$ cat src/hw/ip_src_map.svh
`ifndef IP_SRC_MAP_SVH
`define IP_SRC_MAP_SVH

// ****************************************
// Register byte offsets (low address byte)
// ****************************************
`define OFS_ADDR_FIRST  8'h00
`define OFS_ADDR_SECOND 8'h04
`define OFS_ADDR_THIRD  8'h08
`define OFS_ADDR_FOURTH 8'h0C
`define OFS_MASK        8'h10
`define OFS_GATEWAY     8'h14
`define OFS_CFG_CTRL    8'h18
`define OFS_STATUS      8'h1C
`define OFS_IRQ_MASK    8'h20
`define OFS_SOURCE      8'h24
`define OFS_RES_ADDR    8'h28
`define OFS_RES_MASK    8'h2C
`define OFS_RES_GATEWAY 8'h30

// ****************************************
// Reset values
// ****************************************
`define RST_ADDR_FIRST  8'hC0
`define RST_ADDR_SECOND 8'hA8
`define RST_ADDR_THIRD  8'h01
`define RST_ADDR_FOURTH 8'h01
`define RST_MASK        32'hFFFFFF00
`define RST_GATEWAY     32'h00000000
`define RST_CFG_CTRL    2'h2

// ****************************************
// Source select codes and switch positions
// ****************************************
`define CFG_PARAM       2'h0
`define CFG_DHCP        2'h2
`define SW_DEFAULT      4'h0
`define SW_FIXED        4'hF

// ****************************************
// Fixed fallback identity
// ****************************************
`define FIX_ADDR        32'hC0A80101
`define FIX_MASK        32'hFFFFFF00
`define FIX_GATEWAY     32'h00000000

// ****************************************
// Status bit positions
// ****************************************
`define ST_DUP_ADDR     0
`define ST_LEASE        1
`define ST_WIDTH        2

`endif

$ cat src/hw/ip_src_pkg.sv
package ip_src_pkg;

	// Power-on sampling phase
	typedef enum logic {
		PH_SAMPLE,
		PH_RUN
	} phase_e;

	// Where the active identity comes from
	typedef enum logic [1:0] {
		SRC_PARAM,
		SRC_SWITCH,
		SRC_FIXED,
		SRC_DHCP
	} src_e;

	// Address, mask and gateway, first octet in the top byte
	typedef struct packed {
		logic [31:0] addr;
		logic [31:0] mask;
		logic [31:0] gw;
	} net_cfg_s;

	// Captured AHB address phase
	typedef struct packed {
		logic       act;
		logic       write;
		logic [7:0] ofs;
	} ahb_dph_s;

	// Assemble four octets, first octet most significant
	function automatic logic [31:0] pack_octets(input logic [7:0] o1, input logic [7:0] o2,
		input logic [7:0] o3, input logic [7:0] o4);
		pack_octets = {o1, o2, o3, o4};
	endfunction

endpackage

$ cat src/hw/net_cfg_resolver.sv
`timescale 1ns/10ps
`include "ip_src_map.svh"

// Combinational choice of the active identity from the sampled switch
module net_cfg_resolver (
	// Power-on selection inputs
	input  wire logic [3:0]          sw,
	input  wire logic [1:0]          cfg_ctrl,
	// Stored parameters
	input  wire logic [7:0]          oct1,
	input  wire logic [7:0]          oct2,
	input  wire logic [7:0]          oct3,
	input  wire logic [7:0]          oct4,
	input  wire logic [31:0]         mask,
	input  wire logic [31:0]         gw,
	// Server lease
	input  wire logic                lease_valid,
	input  wire ip_src_pkg::net_cfg_s lease,
	// Result
	output ip_src_pkg::net_cfg_s     res,
	output ip_src_pkg::src_e         src,
	output logic                     res_valid
);

	// Fixed position beats everything, switch digit beats the source select
	always_comb begin
		res       = '0;
		src       = ip_src_pkg::SRC_PARAM;
		res_valid = 1'b1;
		if (sw == `SW_FIXED) begin
			res.addr = `FIX_ADDR;
			res.mask = `FIX_MASK;
			res.gw   = `FIX_GATEWAY;
			src      = ip_src_pkg::SRC_FIXED;
		end else if (sw != `SW_DEFAULT) begin
			res.addr = ip_src_pkg::pack_octets(oct1, oct2, oct3, {4'h0, sw});
			res.mask = mask;
			res.gw   = gw;
			src      = ip_src_pkg::SRC_SWITCH;
		end else if (cfg_ctrl == `CFG_DHCP) begin
			// Nothing is mixed in: no lease means no identity yet
			res       = lease_valid ? lease : '0;
			src       = ip_src_pkg::SRC_DHCP;
			res_valid = lease_valid;
		end else begin
			res.addr = ip_src_pkg::pack_octets(oct1, oct2, oct3, oct4);
			res.mask = mask;
			res.gw   = gw;
		end
	end

endmodule

$ cat src/hw/ip_addr_source_select.sv
// Local design decisions: the AHB-Lite register port and the placing of the registers.
`timescale 1ns/10ps
`include "ip_src_map.svh"

// Contract
// - Switch 1..E: octets 1-3 stored, octet 4 from switch, stored mask/gateway.
// - Switch F: 192.168.1.1, 255.255.255.0, 0.0.0.0 regardless of anything else.
// - Switch 0: source select 0 uses stored values, 2 uses server; never mixed.
// - Any nonzero switch forces source select to stored parameters.
// - Switch is one hex digit; 1..14 becomes the fourth octet value.
// - First three octets stored separately, 0..255, defaults 192, 168, 1.
// - Switch position zero is the default and enables source select.
// - Switch sampled only at power-up; later changes ignored until next power-up.
// - Address conflict reported as a duplicate address error.
// - Source select accepts only 0 or 2; default is 2.
// - Mask defaults 255.255.255.0, gateway 0.0.0.0, each octet 0..255.
// - Server-supplied identity is discarded on power loss.
module ip_addr_source_select (
	// Clock and power-on reset
	input  wire logic                 clk,
	input  wire logic                 resetn,
	// AHB-Lite slave
	input  wire logic                 hsel,
	input  wire logic [31:0]          haddr,
	input  wire logic [1:0]           htrans,
	input  wire logic                 hwrite,
	input  wire logic [2:0]           hsize,
	input  wire logic [31:0]          hwdata,
	input  wire logic                 hready,
	output logic      [31:0]          hrdata,
	output logic                      hreadyout,
	output logic                      hresp,
	// Rotary address switch
	input  wire logic [3:0]           addr_switch_low_digit,
	// Server lease from the network stack
	input  wire logic                 lease_valid,
	input  wire ip_src_pkg::net_cfg_s lease,
	// Conflict report from the network stack
	input  wire logic                 conflict_seen,
	// Resolved identity, duplicate address error and interrupt
	output ip_src_pkg::net_cfg_s      net_cfg,
	output logic                      net_cfg_valid,
	output ip_src_pkg::src_e          net_src,
	output logic                      duplicate_addr_error,
	output logic                      irq
);

	// ****************************************
	// State
	// ****************************************
	ip_src_pkg::phase_e   phase_q;
	logic [3:0]           switch_q;
	logic [7:0]           oct1_q;
	logic [7:0]           oct2_q;
	logic [7:0]           oct3_q;
	logic [7:0]           oct4_q;
	logic [31:0]          mask_q;
	logic [31:0]          gw_q;
	logic [1:0]           cfg_q;
	logic [`ST_WIDTH-1:0] status_q;
	logic [`ST_WIDTH-1:0] status_d;
	logic [`ST_WIDTH-1:0] irq_mask_q;
	logic                 lease_valid_q;
	ip_src_pkg::net_cfg_s lease_q;
	ip_src_pkg::ahb_dph_s dph_q;
	logic [31:0]          rdata_q;
	ip_src_pkg::net_cfg_s res;
	ip_src_pkg::src_e     res_src;
	logic                 res_valid;
	logic                 wr;
	logic                 addr_ok;
	logic                 lease_take;

	// Register offset match in the data phase
	function automatic logic wr_hit(input logic [7:0] ofs);
		wr_hit = wr && (dph_q.ofs == ofs);
	endfunction

	// ****************************************
	// Bus slave
	// ****************************************

	// Zero wait state, every access answers OKAY
	assign hreadyout = 1'b1;
	assign hresp     = 1'b0;
	assign hrdata    = rdata_q;
	// Only aligned words inside the first 256 bytes are live
	assign addr_ok   = (haddr[31:8] == 24'h0) && (haddr[1:0] == 2'b00) && (hsize == 3'b010);
	assign wr        = dph_q.act && dph_q.write;

	// Address phase capture
	always_ff @(posedge clk or negedge resetn) begin
		if (!resetn) begin
			dph_q <= '0;
		end else if (hready) begin
			dph_q.act   <= hsel && htrans[1] && addr_ok;
			dph_q.write <= hwrite;
			dph_q.ofs   <= haddr[7:0];
		end
	end

	// Read data latched at the address phase, so it stands through the data phase
	always_ff @(posedge clk or negedge resetn) begin
		if (!resetn) begin
			rdata_q <= '0;
		end else if (hready && hsel && htrans[1] && !hwrite) begin
			rdata_q <= '0;
			if (addr_ok) begin
				unique case (haddr[7:0])
					`OFS_ADDR_FIRST:  rdata_q <= {24'h0, oct1_q};
					`OFS_ADDR_SECOND: rdata_q <= {24'h0, oct2_q};
					`OFS_ADDR_THIRD:  rdata_q <= {24'h0, oct3_q};
					`OFS_ADDR_FOURTH: rdata_q <= {24'h0, oct4_q};
					`OFS_MASK:        rdata_q <= mask_q;
					`OFS_GATEWAY:     rdata_q <= gw_q;
					`OFS_CFG_CTRL:    rdata_q <= {30'h0, cfg_q};
					`OFS_STATUS:      rdata_q <= {30'h0, status_q};
					`OFS_IRQ_MASK:    rdata_q <= {30'h0, irq_mask_q};
					`OFS_SOURCE:      rdata_q <= {24'h0, net_cfg_valid, 1'b0, net_src, switch_q};
					`OFS_RES_ADDR:    rdata_q <= net_cfg.addr;
					`OFS_RES_MASK:    rdata_q <= net_cfg.mask;
					`OFS_RES_GATEWAY: rdata_q <= net_cfg.gw;
					default:          rdata_q <= '0;
				endcase
			end
		end
	end

	// ****************************************
	// Power-on switch sampling
	// ****************************************

	// One capture after reset release; a live switch change is never seen
	always_ff @(posedge clk or negedge resetn) begin
		if (!resetn) begin
			phase_q  <= ip_src_pkg::PH_SAMPLE;
			switch_q <= `SW_DEFAULT;
		end else if (phase_q == ip_src_pkg::PH_SAMPLE) begin
			phase_q  <= ip_src_pkg::PH_RUN;
			switch_q <= addr_switch_low_digit;
		end
	end

	// ****************************************
	// Stored parameters
	// ****************************************

	// Address octets, full 0..255 range each
	always_ff @(posedge clk or negedge resetn) begin
		if (!resetn) begin
			oct1_q <= `RST_ADDR_FIRST;
			oct2_q <= `RST_ADDR_SECOND;
			oct3_q <= `RST_ADDR_THIRD;
			oct4_q <= `RST_ADDR_FOURTH;
		end else begin
			if (wr_hit(`OFS_ADDR_FIRST)) oct1_q <= hwdata[7:0];
			if (wr_hit(`OFS_ADDR_SECOND)) oct2_q <= hwdata[7:0];
			if (wr_hit(`OFS_ADDR_THIRD)) oct3_q <= hwdata[7:0];
			if (wr_hit(`OFS_ADDR_FOURTH)) oct4_q <= hwdata[7:0];
		end
	end

	// Mask and gateway, one octet per byte
	always_ff @(posedge clk or negedge resetn) begin
		if (!resetn) begin
			mask_q <= `RST_MASK;
			gw_q   <= `RST_GATEWAY;
		end else begin
			if (wr_hit(`OFS_MASK)) mask_q <= hwdata;
			if (wr_hit(`OFS_GATEWAY)) gw_q <= hwdata;
		end
	end

	// Source select: illegal codes are dropped, nonzero switch pins it to 0
	always_ff @(posedge clk or negedge resetn) begin
		if (!resetn) begin
			cfg_q <= `RST_CFG_CTRL;
		end else if (phase_q == ip_src_pkg::PH_SAMPLE) begin
			if (addr_switch_low_digit != `SW_DEFAULT) cfg_q <= `CFG_PARAM;
		end else if (switch_q != `SW_DEFAULT) begin
			cfg_q <= `CFG_PARAM;
		end else if (wr_hit(`OFS_CFG_CTRL) && hwdata[31:2] == 30'h0 &&
			(hwdata[1:0] == `CFG_PARAM || hwdata[1:0] == `CFG_DHCP)) begin
			cfg_q <= hwdata[1:0];
		end
	end

	// ****************************************
	// Server lease
	// ****************************************

	// Held in volatile flops only, so power loss drops it
	assign lease_take = lease_valid && (phase_q == ip_src_pkg::PH_RUN) &&
		(switch_q == `SW_DEFAULT) && (cfg_q == `CFG_DHCP);

	always_ff @(posedge clk or negedge resetn) begin
		if (!resetn) begin
			lease_valid_q <= 1'b0;
			lease_q       <= '0;
		end else if (lease_take) begin
			lease_valid_q <= 1'b1;
			lease_q       <= lease;
		end else if (cfg_q != `CFG_DHCP) begin
			lease_valid_q <= 1'b0;
		end
	end

	// ****************************************
	// Resolution
	// ****************************************

	net_cfg_resolver net_cfg_resolver_i (
		.sw          (switch_q),
		.cfg_ctrl    (cfg_q),
		.oct1        (oct1_q),
		.oct2        (oct2_q),
		.oct3        (oct3_q),
		.oct4        (oct4_q),
		.mask        (mask_q),
		.gw          (gw_q),
		.lease_valid (lease_valid_q),
		.lease       (lease_q),
		.res         (res),
		.src         (res_src),
		.res_valid   (res_valid)
	);

	// Outputs registered; nothing is offered before the switch is sampled
	always_ff @(posedge clk or negedge resetn) begin
		if (!resetn) begin
			net_cfg       <= '0;
			net_cfg_valid <= 1'b0;
			net_src       <= ip_src_pkg::SRC_PARAM;
		end else if (phase_q == ip_src_pkg::PH_RUN) begin
			net_cfg       <= res;
			net_cfg_valid <= res_valid;
			net_src       <= res_src;
		end
	end

	// ****************************************
	// Events and interrupt
	// ****************************************

	// Write one to clear; an event in the same cycle wins
	always_comb begin
		status_d = status_q;
		if (wr_hit(`OFS_STATUS)) status_d = status_q & ~hwdata[`ST_WIDTH-1:0];
		if (conflict_seen) status_d[`ST_DUP_ADDR] = 1'b1;
		if (lease_take) status_d[`ST_LEASE] = 1'b1;
	end

	always_ff @(posedge clk or negedge resetn) begin
		if (!resetn) begin
			status_q   <= '0;
			irq_mask_q <= '0;
		end else begin
			status_q <= status_d;
			if (wr_hit(`OFS_IRQ_MASK)) irq_mask_q <= hwdata[`ST_WIDTH-1:0];
		end
	end

	assign irq                  = |(status_q & irq_mask_q);
	assign duplicate_addr_error = status_q[`ST_DUP_ADDR];

	// ****************************************
	// Assertions
	// ****************************************

	// Plain helper nets, so $past only ever looks at a signal
	logic clr_hit;
	logic irq_next;
	assign clr_hit  = wr_hit(`OFS_STATUS);
	// Mask as it will stand after this edge, so a mask write is not a false rise
	assign irq_next = |(status_d &
		(wr_hit(`OFS_IRQ_MASK) ? hwdata[`ST_WIDTH-1:0] : irq_mask_q));
endmodule

$ cat config.mk
export PLATFORM = sky130hd
export DESIGN_NAME = ip_addr_source_select
export DESIGN_NICKNAME = d
export VERILOG_FILES = /design/src/hw/ip_src_pkg.sv /design/src/hw/net_cfg_resolver.sv /design/src/hw/ip_addr_source_select.sv
export VERILOG_INCLUDE_DIRS = /design/src /design/src/hw
export SDC_FILE = /design/constraint.sdc
export NUM_CORES = 1
export LEC_CHECK = 0
export BUFFER_PORTS_ARGS = -buffer_cell sky130_fd_sc_hd__buf_2
export CELL_PAD_IN_SITES_DETAIL_PLACEMENT = 2
export CELL_PAD_IN_SITES_GLOBAL_PLACEMENT = 2
export CORE_MARGIN = 8
export CORE_UTILIZATION = 37
export CTS_CLUSTER_SIZE = 25
export DETAILED_ROUTE_END_ITERATION = 12
export PLACE_DENSITY = 0.9
export SETUP_SLACK_MARGIN = 0.15
export SLEW_MARGIN = 20
export SYNTH_ARGS = -nofsm -noshare
export SYNTH_HDL_FRONTEND = slang
export SYNTH_SLANG_ARGS = --single-unit
export TNS_END_PERCENT = 1
$ cat constraint.sdc
create_clock -name clk -period 2.31 [get_ports clk]
set_input_delay 0.693 -clock clk [delete_from_list [all_inputs] [get_ports clk]]
set_output_delay 0.693 -clock clk [all_outputs]
set_load 0.005 [all_outputs]
======== Word level (Yosys, flattened, before mapping) ========
Cells that the tools add are included.
word-level totals
  memory bits (writable) .................. 0
  ROM bits ................................ 0
  output and inout port bits .............. 135
  latch bits .............................. 0
  input port bits ......................... 176
  memories kept ........................... 0
  word-level logic and storage cells ...... 114
  bits in registers ....................... 345
cells by class
  shift operators ......................... 0
  $add $sub $neg .......................... 0
  div/mod/pow operators ................... 0
  $mul .................................... 0
  equality and inequality tests ........... 26
  reduce and logical (&&, ||, !) cells .... 39
  mux-type cells .......................... 21
  $lt $le $gt $ge ......................... 0
  bitwise operators ....................... 3
operators with widths
  operator              count
  $pmux W32 S13         1
  $mux W96              4
  $eq A8 B5 Y1 const B  8
  $eq A8 B6 Y1 const B  6
  $eq A8 B4 Y1 const B  4
  $mux W32              1
  $logic_not A30 Y1     1
  $logic_not A24 Y1     1
  $logic_and A1 B1 Y1   22
  $eq A8 B3 Y1 const B  2
  $logic_not A8 Y1      2
  $mux W2               8
  $reduce_bool A2 Y1    4
  $reduce_bool A4 Y1    2
  $mux W1               7
  $and A2 B2 Y2         2
  $eq A2 B2 Y1 const B  2
  $eq A4 B4 Y1 const B  1
  $logic_not A2 Y1      2
  $logic_not A4 Y1      1
  $eq A3 B2 Y1 const B  1
  $ne A3 B1 Y1 const B  1
  $ne A2 B2 Y1 const B  1
  $not A2 Y2            1
  4 further kinds       4

======== Longest topological paths before layout ========
Gate-level depths: netlist (run 1).
  word-level depth ........................ 7
  mapped depth ............................ 7

======== Cells and area by module ========
A second synthesis (run 1) with hierarchy kept.
unflattened totals
  cells, all modules ...................... 1233
  area, all modules ....................... 15989.1 um^2
modules (own cells, without submodules)
  module                 cells an instance  sequential area each (um^2)  area an instance (um^2)  times used
  ip_addr_source_select  1016               8673.3                       14581.5                  1
  net_cfg_resolver       217                0.0                          1407.6                   1

======== Worst setup path after synthesis (run 1) ========
No wires, ideal clock.
  kind .................................... in2reg
  start point ............................. input haddr[4]
  end point ............................... register rdata_q[22] (netlist: hrdata[22])
  stages on the path ...................... 7
  setup slack ............................. 69 ps
  buffers on the path ..................... 2
  library setup time ...................... 77 ps
  arrival ................................. 2164 ps
  required time ........................... 2233 ps
  cell sequence ........................... buf_6 > or4b_4 > nor3_4 > buf_6 > o2bb2ai_1 > a221oi_2 > o21ai_1
on the way
  longest elaborated chain between the ends .. 3
  elaborated cells on any way between the ends .. 15
RTL lines
  element                               RTL line                      text
  from (decl)                           ip_addr_source_select.sv:24   input wire logic [31:0] haddr,
  $eq A8 B6 Y1 (tied with other cells)  ip_addr_source_select.sv:109  unique case (haddr[7:0])
  $pmux W32 S13 (*)                     ip_addr_source_select.sv:109
  $mux W32 (*)                          ip_addr_source_select.sv:108  if (addr_ok) begin
  to (signal assigned)                  ip_addr_source_select.sv:110  `OFS_ADDR_FIRST: rdata_q <= {24'h0, oct1_q};
  to (signal assigned)                  ip_addr_source_select.sv:111  `OFS_ADDR_SECOND: rdata_q <= {24'h0, oct2_q};
  to (signal assigned)                  ip_addr_source_select.sv:112  `OFS_ADDR_THIRD: rdata_q <= {24'h0, oct3_q};
  to (decl)                             ip_addr_source_select.sv:66   logic [31:0] rdata_q;
Every way passes the cells marked *; elsewhere a longest branch is shown, timed or not.
A chain may end at the register's enable or synchronous reset.

======== Worst setup path after layout (run 1) ========
  start point ............................. register dph_q[6] (netlist name)
  end point ............................... register oct1_q[4]
on the way
  longest elaborated chain between the ends .. 2
RTL lines
  element               RTL line                      text
  from (decl)           ip_addr_source_select.sv:65   ip_src_pkg::ahb_dph_s dph_q;
  $logic_not A8 Y1      ip_addr_source_select.sv:76   wr_hit = wr && (dph_q.ofs == ofs);
  $logic_and A1 B1 Y1   ip_addr_source_select.sv:76
  to (signal assigned)  ip_addr_source_select.sv:151  oct1_q <= `RST_ADDR_FIRST;
  to (signal assigned)  ip_addr_source_select.sv:156  if (wr_hit(`OFS_ADDR_FIRST)) oct1_q <= hwdata[7:0];
  to (decl)             ip_addr_source_select.sv:53   logic [7:0] oct1_q;
Every way passes these cells.

==> summary.md, run 1 <==
Along the worst path, the maximum fanout reaches 9. The run gives 14700 µW as the overall power after layout. Based on the critical path, the design can be clocked at up to 0.459 GHz. The clock transition at the register clock pins on the worst setup and hold paths after CTS was 0.06 ns.

The run gives 13465 as the total via count after detailed routing. Setup repair after global routing could not meet its margin everywhere. The tools report the maximum level of the CTS H-tree as 2.

The die is 222 µm tall. Registers take 8680 µm². At the worst endpoint, the required time is 2.75 ns. In the final routed layout, each cell accounts on average for 32.0 µm. The average via count per standard cell was 6.12.

The layout-stage area growth over the synthesis result is 26.0%. The tools report the total congestion overflow as 0. For met1 alone, demand over resource in global routing was 33.2%. The share of total power dissipated in sequential elements is 45.1%. Once placement finished, the instance area stood at 18300 µm². The tool flagged a number of max-cap violations equal to 0.

The area enclosed by the die boundary was 49200 µm². The core region is 41900 µm². For this design the static power due to leakage is 0.00937 µW. Summed over all instances, the cell type with the most area after synthesis is sky130_fd_sc_hd__dfrtp_1.

The run gives 0 as the max-slew violation count. For the number of antenna violations at the first check in global routing, the log shows 9. The run finished with clean final reports. The final estimated routing congestion in global placement is 0.901, and the hold buffer count at cts is 0. The fraction of power spent switching nets works out to 25.4%.

The max-slew headroom at the worst pin is 34.1%. The filler cells instantiated in the layout total 4196. The total routing usage reported by global routing came out at 28.0%.

For this design, the slowest cell found on the critical path is sky130_fd_sc_hd__or3_1. The cell count after synthesis came out at 1296. Power spread over the standard cell area amounts to 743 nW/µm². The tools report the detailed placer's ending HPWL as 47900 µm.

The run gives 15567 as the number of global-route vias before repair. The share of total power dissipated in the clock network is 46.3%. In the routed design, unresolved DRC markers number 0. Summed over its instances, the top area cell type makes up 50.0% of the synthesized netlist area.

For this run, the detailed router's first-pass iteration total came to 7. Counting along the longest clock path gives a buffer depth of 3. The synthesized cell area was 15700 µm²; the post-layout net count was 1797. In the post-route analysis, the smallest setup slack over all paths is 0.132 ns. Between clock sinks in the finished design, the worst skew comes to 0.0198 ns. The tree is rooted in a sky130_fd_sc_hd__clkbuf_16.

For this run, the register share of the synthesized area comes to 55.3%. Walking the worst path, the cells encountered are nand4bb_1 > or3_1 > nor3b_4 > buf_4 > mux2_2. The buffers plus inverters on the worst setup path works out to 1. Area of all placed cells without fillers: 19800 µm².

The worst setup path is launched from a flip-flop. For the pin with the worst max-slew slack, the measured transition is 0.988 ns. STA classifies the critical path endpoint as a flip-flop. The final-report hold violation count is 0.

Family with the most delay on the worst path: simple AND/OR/NAND/NOR gates. The average footprint of a synthesized cell is 12.1 µm², and the wire length after detailed routing is 70400 µm. VDD sags by at most 0.468 mV. In this run the remaining antenna-violating nets after routing total 0. The number of top-level pins is 311, and the horizontal extent of the die is 222 µm. The critical path in this run is classified as reg -> reg. Ranked by total cell area, the synthesized netlist is headed by sky130_fd_sc_hd__dfrtp_1 50%, sky130_fd_sc_hd__mux2_2 15%, sky130_fd_sc_hd__dfstp_2 5.4%.

The global routing usage on met2 came out at 47.6%. Excluding fillers, the count of instances in the completed layout stands at 2200. Yosys mapped a number of flops with a built-in enable equal to 0. Global routing consumed, on the met3 layer, 5.94% of the routing resources. The primary flip-flop cell chosen by synthesis mapping was sky130_fd_sc_hd__dfrtp_1. The tools report the starting density of the core as 37.5%. After floorplanning, the core was divided into 75 placement rows. Entering global routing, the biggest net connects 80 pins.

Per report_power, the combinational group accounts for 8.6% of the total. The detailed router finished its first iteration with 1040 violations. The tools report the arrival time at the worst endpoint as 2.61 ns. Across all hold checks on the routed design, the worst slack comes to 0.0524 ns. Setup violations remaining at the end of the flow were counted as 0. Counting tap cells, the placed design contains a total of 2115 instances. Counting flops and latches in the post-synthesis netlist gives 345. The number of different library cells used by synthesis comes to 59.

In this run the tool buffered the top-level ports with 307 buffer cells. For the net switching power of the design, the log shows 3730 µW. Class of the most critical hold timing path: in -> async. The insertion delay of the later-clocked pin in the worst-skew pair was 0.57 ns. The async set-or-reset flop fraction in the synthesized netlist was 100%; the global-route wire length before repair was 106000 µm. The tools report the clock sink count as 345. The fraction of layout instances using a drive strength above 1 was 44.4%.

The layer carrying the most global-route usage is met2. TritonCTS built the clock tree. Timing analysis after detailed placement gives a worst setup slack of -0.262 ns.

Counting the buffers created by CTS gives 41. The final critical path takes up 94.3% of the cycle. Summing all multi-input logic gate instances after layout gives 6570 µm². During synthesis, Yosys emitted a total of 0 warnings. For this run, the slowest stage of the critical path takes 0.52 ns. The internal power of the cells totals 10900 µW.

Shortest clock period the worst path allows after layout: 2.18 ns.
[final timing paths]
| path | startpoint | endpoint | slack (ns) | cells after the start |
|---|---|---|---|---|
| min reg2reg | lease_q[81]$_DFFE_PN0P_ | lease_q[81]$_DFFE_PN0P_ | 0.50 | 1 |
| min in group clk | conflict_seen | status_q[0]$_DFFE_PN0P_ | 0.32 | 2 |
| max reg2reg | dph_q[6]$_DFFE_PN0P_ | oct1_q[4]$_DFFE_PN0P_ | 0.13 | 5 |
| max in group asynchronous | resetn | oct1_q[7]$_DFFE_PN1P_ | 1.47 | 2 |
| max | dph_q[6]$_DFFE_PN0P_ | oct1_q[4]$_DFFE_PN0P_ | 0.13 | 5 |
| min | resetn | dph_q[9]$_DFFE_PN0P_ | 0.05 | 1 |
[stage by stage]
stage                     setup TNS [ns]  utilization (%)
after floorplan                        0                -
after global placement            -0.190             43.8
after detailed placement           -2.22             43.8
after CTS                              0             47.1
after global routing                   0             47.2
final                                  0             47.2
[power by group through the flow]
stage / sequential (µW) / clock, µW / combinational (µW)
floorplan: 6600 / 0 / 452
global placement: 6660 / 0 / 1160
detailed placement: 6700 / 0 / 1230
CTS: 6610 / 6920 / 1270
global route: 6640 / 7130 / 1350
finish: 6610 / 6800 / 1260
[worst register-to-register path, cell delays in order, from the launching register on]
cell and delay [ns]:
sky130_fd_sc_hd__dfrtp_1 0.38, sky130_fd_sc_hd__nand4bb_1 0.29, sky130_fd_sc_hd__or3_1 0.52, sky130_fd_sc_hd__nor3b_4 0.25, sky130_fd_sc_hd__buf_4 0.25, sky130_fd_sc_hd__mux2_2 0.39
[per-layer routing]
layer,share of wire (%),vias up
met1,39,7145
met5,0.033,-
li1,-,5501
met2,50,624
met3,6.1,191
met4,4.6,4
[synth_stat cells (all sizes together) (2+ instances only)]
cell and n:
a2111oi 3, a211oi 4, a21oi 61, a221oi 28
a22o 8, a22oi 17, a31oi 34, a32o 2
and2 2, and3 59, and4 2, buf 39
clkbuf 68, conb 2, dfrtp 313, dfstp 32
inv 5, mux2 214, mux2i 32, mux4 2
nand2 84, nand3 40, nand4 9, nor2 46
nor2b 7, nor3 9, nor3b 3, nor4 19
nor4b 4, o21ai 34, o22ai 3, o2bb2ai 91
o31ai 2, or2 2, or3 3, or4 3
[flip-flops by register name, indices dropped and copies added, names as in the netlist, 2 cells and up]
| register | count |
|---|---|
| dph_q | 10 |
| oct1_q | 8 |
| oct2_q | 8 |
| switch_q | 4 |
| mask_q | 32 |
| status_q | 2 |
| oct3_q | 8 |
| irq_mask_q | 2 |
| lease_q | 96 |
| cfg_q | 2 |
| net_cfg | 96 |
| oct4_q | 8 |
| gw_q | 32 |
| hrdata | 32 |
| net_src | 2 |
[layout make-up]
type                            count  area share (%)
Antenna cell                        7          0.0887
Clock buffer                       67            6.46
Clock inverter                      9           0.627
Inverter                            5          0.0950
Multi-Input combinational cell    840            33.2
Sequential cell                   345            43.9
Tap cell                          539            3.41
Timing Repair Buffer              388            12.2
[layout by cell type (no fill, tap or decap), types with 4 or more instances in the layout]
cell and n:
sky130_fd_sc_hd__dfrtp_1 311, sky130_fd_sc_hd__buf_2 306, sky130_fd_sc_hd__mux2_2 214, sky130_fd_sc_hd__o2bb2ai_1 91, sky130_fd_sc_hd__nand2_1 80, sky130_fd_sc_hd__a21oi_1 61
sky130_fd_sc_hd__buf_4 61, sky130_fd_sc_hd__and3_1 59, sky130_fd_sc_hd__nor2_1 45, sky130_fd_sc_hd__clkbuf_16 43, sky130_fd_sc_hd__nand3_1 40, sky130_fd_sc_hd__a31oi_1 34
sky130_fd_sc_hd__mux2i_1 32, sky130_fd_sc_hd__dfstp_2 32, sky130_fd_sc_hd__a221oi_1 20, sky130_fd_sc_hd__buf_12 20, sky130_fd_sc_hd__o21ai_1 19, sky130_fd_sc_hd__nor4_1 17
sky130_fd_sc_hd__a22oi_1 16, sky130_fd_sc_hd__o21ai_0 15, sky130_fd_sc_hd__clkbuf_1 13, sky130_fd_sc_hd__clkbuf_8 11, sky130_fd_sc_hd__nand4_1 9, sky130_fd_sc_hd__a221oi_2 8
sky130_fd_sc_hd__diode_2 7, sky130_fd_sc_hd__a22o_1 7, sky130_fd_sc_hd__nor3_1 7, sky130_fd_sc_hd__nor2b_1 6, sky130_fd_sc_hd__clkinv_2 5, sky130_fd_sc_hd__inv_1 4
sky130_fd_sc_hd__a211oi_1 4
[what timing repair did]
item                       CTS  global route
gates resized for setup      0             2
setup endpoints to repair   37             9
pin swaps                    2             0
gates cloned                 0             0
setup buffers                2             0
[cells by family after synthesis]
kind of cell / after synthesis / share of synthesized area (%)
simple gates: 296 / 10.0
flops: 345 / 55.3
buf+inv: 112 / 3.20
mux: 248 / 17.7
other cells: 2 / 0.0479
compound gates: 293 / 13.7
(Power assumes the default switching activity.)
==> run 2: changes to the inputs <==
--- a/config.mk
+++ b/config.mk
@@ -14,7 +14,7 @@
 export CTS_CLUSTER_SIZE = 25
 export DETAILED_ROUTE_END_ITERATION = 12
 export PLACE_DENSITY = 0.9
-export SETUP_SLACK_MARGIN = 0.15
+export RECOVER_POWER = 100
 export SLEW_MARGIN = 20
 export SYNTH_ARGS = -nofsm -noshare
 export SYNTH_HDL_FRONTEND = slang
==> run 2 against run 1 <==
Worst hold slack improved by 0.26 ns; cell count grew 0.77%; design area is 0.18% lower; sequential cell count unchanged; utilization is 0.084 points lower; first-iteration DRC count fell by 11%; fmax is 2.1% lower; combinational power is essentially flat; sequential share of layout area is 0.078 points higher; clock skew grew 0.00078 ns; non-clock buffer count grew 18; routed wire length grew 1.1%; largest cell class unchanged.
==> summary.md, run 2 (synthesis results as in run 1) <==
The shortest clock period the worst path allows after layout came out at 2.22 ns (+0.0459 ns). The global-route wire length before repair is 106000 µm (+0.27%), and the number of antenna violations at the first check in global routing is 7 (-2). The critical-path cell with the highest stage delay was sky130_fd_sc_hd__o31ai_1. The maximum level of the CTS H-tree came out at 2 (unchanged).

The biggest fanout along the worst timing path was 3 (-6). The final standard cell utilization of the core came out at 47.1% (-0.084 points). The remaining antenna violation count after routing was 0 (unchanged); the starting density of the core was 37.5% (unchanged). The class of the most critical hold timing path was in -> async.

The y dimension of the die was 222 µm (unchanged); the standard-cell row count was 75 (unchanged). The run gives 15572 (+0.032%) as the number of global-route vias before repair. The library cell used most frequently in the layout, excluding fill and tap cells, is sky130_fd_sc_hd__dfrtp_1.

The top cell types in the final layout, fill and taps aside, are 311 x sky130_fd_sc_hd__dfrtp_1, 306 x sky130_fd_sc_hd__buf_2, 213 x sky130_fd_sc_hd__mux2_2. The total number of cells along the worst setup path works out to 5 (unchanged). The tools report the worst IR drop on VDD as 0.451 mV (-3.7%). Horizontal extent of the die: 222 µm (unchanged). The largest registers in the layout are lease_q x96, net_cfg x96. Area of the core: 41900 µm² (unchanged). The run gives 0 (unchanged) as the final number of setup-violating endpoints. The tools report the overall power after layout as 14600 µW (-0.59%).

Setup repair after global routing could not meet its margin everywhere. The final-report hold violation count was 0 (unchanged). The measured slew at the worst slew-check pin works out to 1.08 ns (+0.0962 ns). CTS placed an instance of sky130_fd_sc_hd__clkbuf_16 at the clock tree root. The total routing usage reported by global routing was 28.2% (+0.19 points); the max-slew headroom at the worst pin was 27.7% (-6.4 points). The standby leakage power is 0.00937 µW (about the same), and the average via count per standard cell is 6.03 (-1.5%). The kind of cell with the highest combined delay along the critical path is simple AND/OR/NAND/NOR gates. The total congestion overflow was 0 (unchanged). The delay contributed by the slowest stage of the critical path is 0.48 ns (-0.04 ns).

Footprint of the flip-flops and latches: 8680 µm² (unchanged). The run gives 99 (+24%) as the pin count of the biggest net entering global routing. The ratio of total power to cell area works out to 740 nW/µm² (-0.41%). The logs give 0 (unchanged) for the max-slew violation count and 345 (unchanged) for the clock sink count. The tools report the post-layout net count as 1815 (+1.0%). The tools report the insertion delay of the later-clocked pin in the worst-skew pair as 0.57 ns (about the same). The fraction of layout instances using a drive strength above 1 was 44.6% (+0.21 points).

First-pass iteration count of the detailed router: 5 (-2). The signal on the critical path passes through nand4bb_1 > nor3b_2 > nand3_1 > o31ai_1 > mux2_2. The run gives 3 (unchanged) as the number of buffers between clock root and the deepest sink. TritonCTS built the clock tree. Relative to the synthesized area, the layout overhead comes to 25.8%. The number of buffers added by the clock tree synthesis step is 41 (unchanged), and the clock transition at the register clock pins on the worst setup and hold paths after CTS is 0.07 ns (about the same). The flow ran to the end, and the final reports show no timing, DRC or antenna violations.

The path depth of the worst reg2reg path was 5 (unchanged); the final estimated routing congestion in global placement was 0.899 (-0.27%). The number of top-level pins was 311 (unchanged). The buffers plus inverters on the worst setup path is 0 (-1), and the maximum clock rate is 0.450 GHz (-2.1%). The worst endpoint required time was 2.80 ns (+0.05 ns); the wire length after detailed routing was 71200 µm (+1.1%). The critical path is of the reg -> reg type.

Max capacitance violation total: 0 (unchanged). The startpoint kind of the worst setup timing path was a flip-flop. The detailed placer's ending HPWL was 48300 µm (+0.84%). The aggregate negative setup slack came out at 0 ns (unchanged). The port buffer count was 307 (unchanged). For the arrival time at the worst endpoint, the log shows 2.71 ns (+0.10 ns). The worst clock skew was 0.0206 ns (+0.000782 ns); the number of remaining DRC errors was 0 (unchanged). The final-layout fill cell count is 4201 (+0.12%), and the area enclosed by the die boundary is 49200 µm² (unchanged). Mean routed wirelength per cell: 32.1 µm (+0.32%).

The tools report the area of the multi-input gates as 6570 µm² (unchanged). For the total via count after detailed routing, the log shows 13363 (-0.76%). The number of DRC markers after the initial detailed-route iteration came out at 923 (-11%). The share of the clock period used by the worst path after layout is 96.3% (+2.0 points).

The type of destination of the critical path is a flip-flop.
[run 2: cell types whose count changed in the layout (fill, tap and decap cells not counted), moves of 2 or more]
cell,delta
sky130_fd_sc_hd__buf_4,+10
sky130_fd_sc_hd__clkinv_2,+2
sky130_fd_sc_hd__clkbuf_1,+5
sky130_fd_sc_hd__clkbuf_2,+6
sky130_fd_sc_hd__buf_12,-7
sky130_fd_sc_hd__clkbuf_4,+3
[run 2: worst paths after layout]
check / from / to / slack, ns
worst min register to register: hrdata[18]$_DFFE_PN0P_ / hrdata[18]$_DFFE_PN0P_ / 0.50
max in group asynchronous: resetn / net_cfg[4]$_DFFE_PN0P_ / 0.26
worst max-delay path: dph_q[6]$_DFFE_PN0P_ / cfg_q[1]$_DFFE_PN1P_ / 0.09
worst min-delay path: resetn / hrdata[0]$_DFFE_PN0P_ / 0.32
min in group clk: conflict_seen / status_q[0]$_DFFE_PN0P_ / 0.36
worst max register to register: dph_q[6]$_DFFE_PN0P_ / cfg_q[1]$_DFFE_PN1P_ / 0.09
[run 2: repair_timing]
item / in CTS / in global routing
cloned: 0 / 0
setup endpoints to repair: 4 / 2
pin swaps: 1 / 0
hold buffers: 0 / 0
gates resized for setup: 0 / 2
buffers inserted: 3 / 0
endpoints found under the hold margin: 0 / 0
[run 2: routing by layer]
layer  wire (µm)  part of all wire (%)  global-route usage, %
met1       28000                    39                   33.3
met2       35800                    50                   48.5
met3        3970                   5.6                   5.29
met4        3470                   4.9                   14.6
met5           0                     0                      0
[run 2: through the flow]
stage	setup WS, ns	cells	hold WS [ns]	cell area, µm²
final	0.0860	2217	0.316	19700
after global routing	-0.0317	2217	0.344	19700
after CTS	0.0962	2210	0.0107	19800
after detailed placement	-0.284	2132	0.472	18500
after global placement	-0.161	2132	0.465	18500
after floorplan	0.0692	1297	0.397	15700
[run 2: layout make-up]
class,count,share of cell area [%]
diodes,7,0.0888
clock buffers,64,6.36
clock inverters,11,0.565
inverters,5,0.0952
multi-input cells,840,33.3
flip-flops and latches,345,44.0
well taps,539,3.42
repair buffers,406,12.2
[run 2: where the power goes]
part / switching, µW / internal [µW]
Sequential: 289 / 6320
Combinational: 755 / 513
Clock: 2760 / 3960
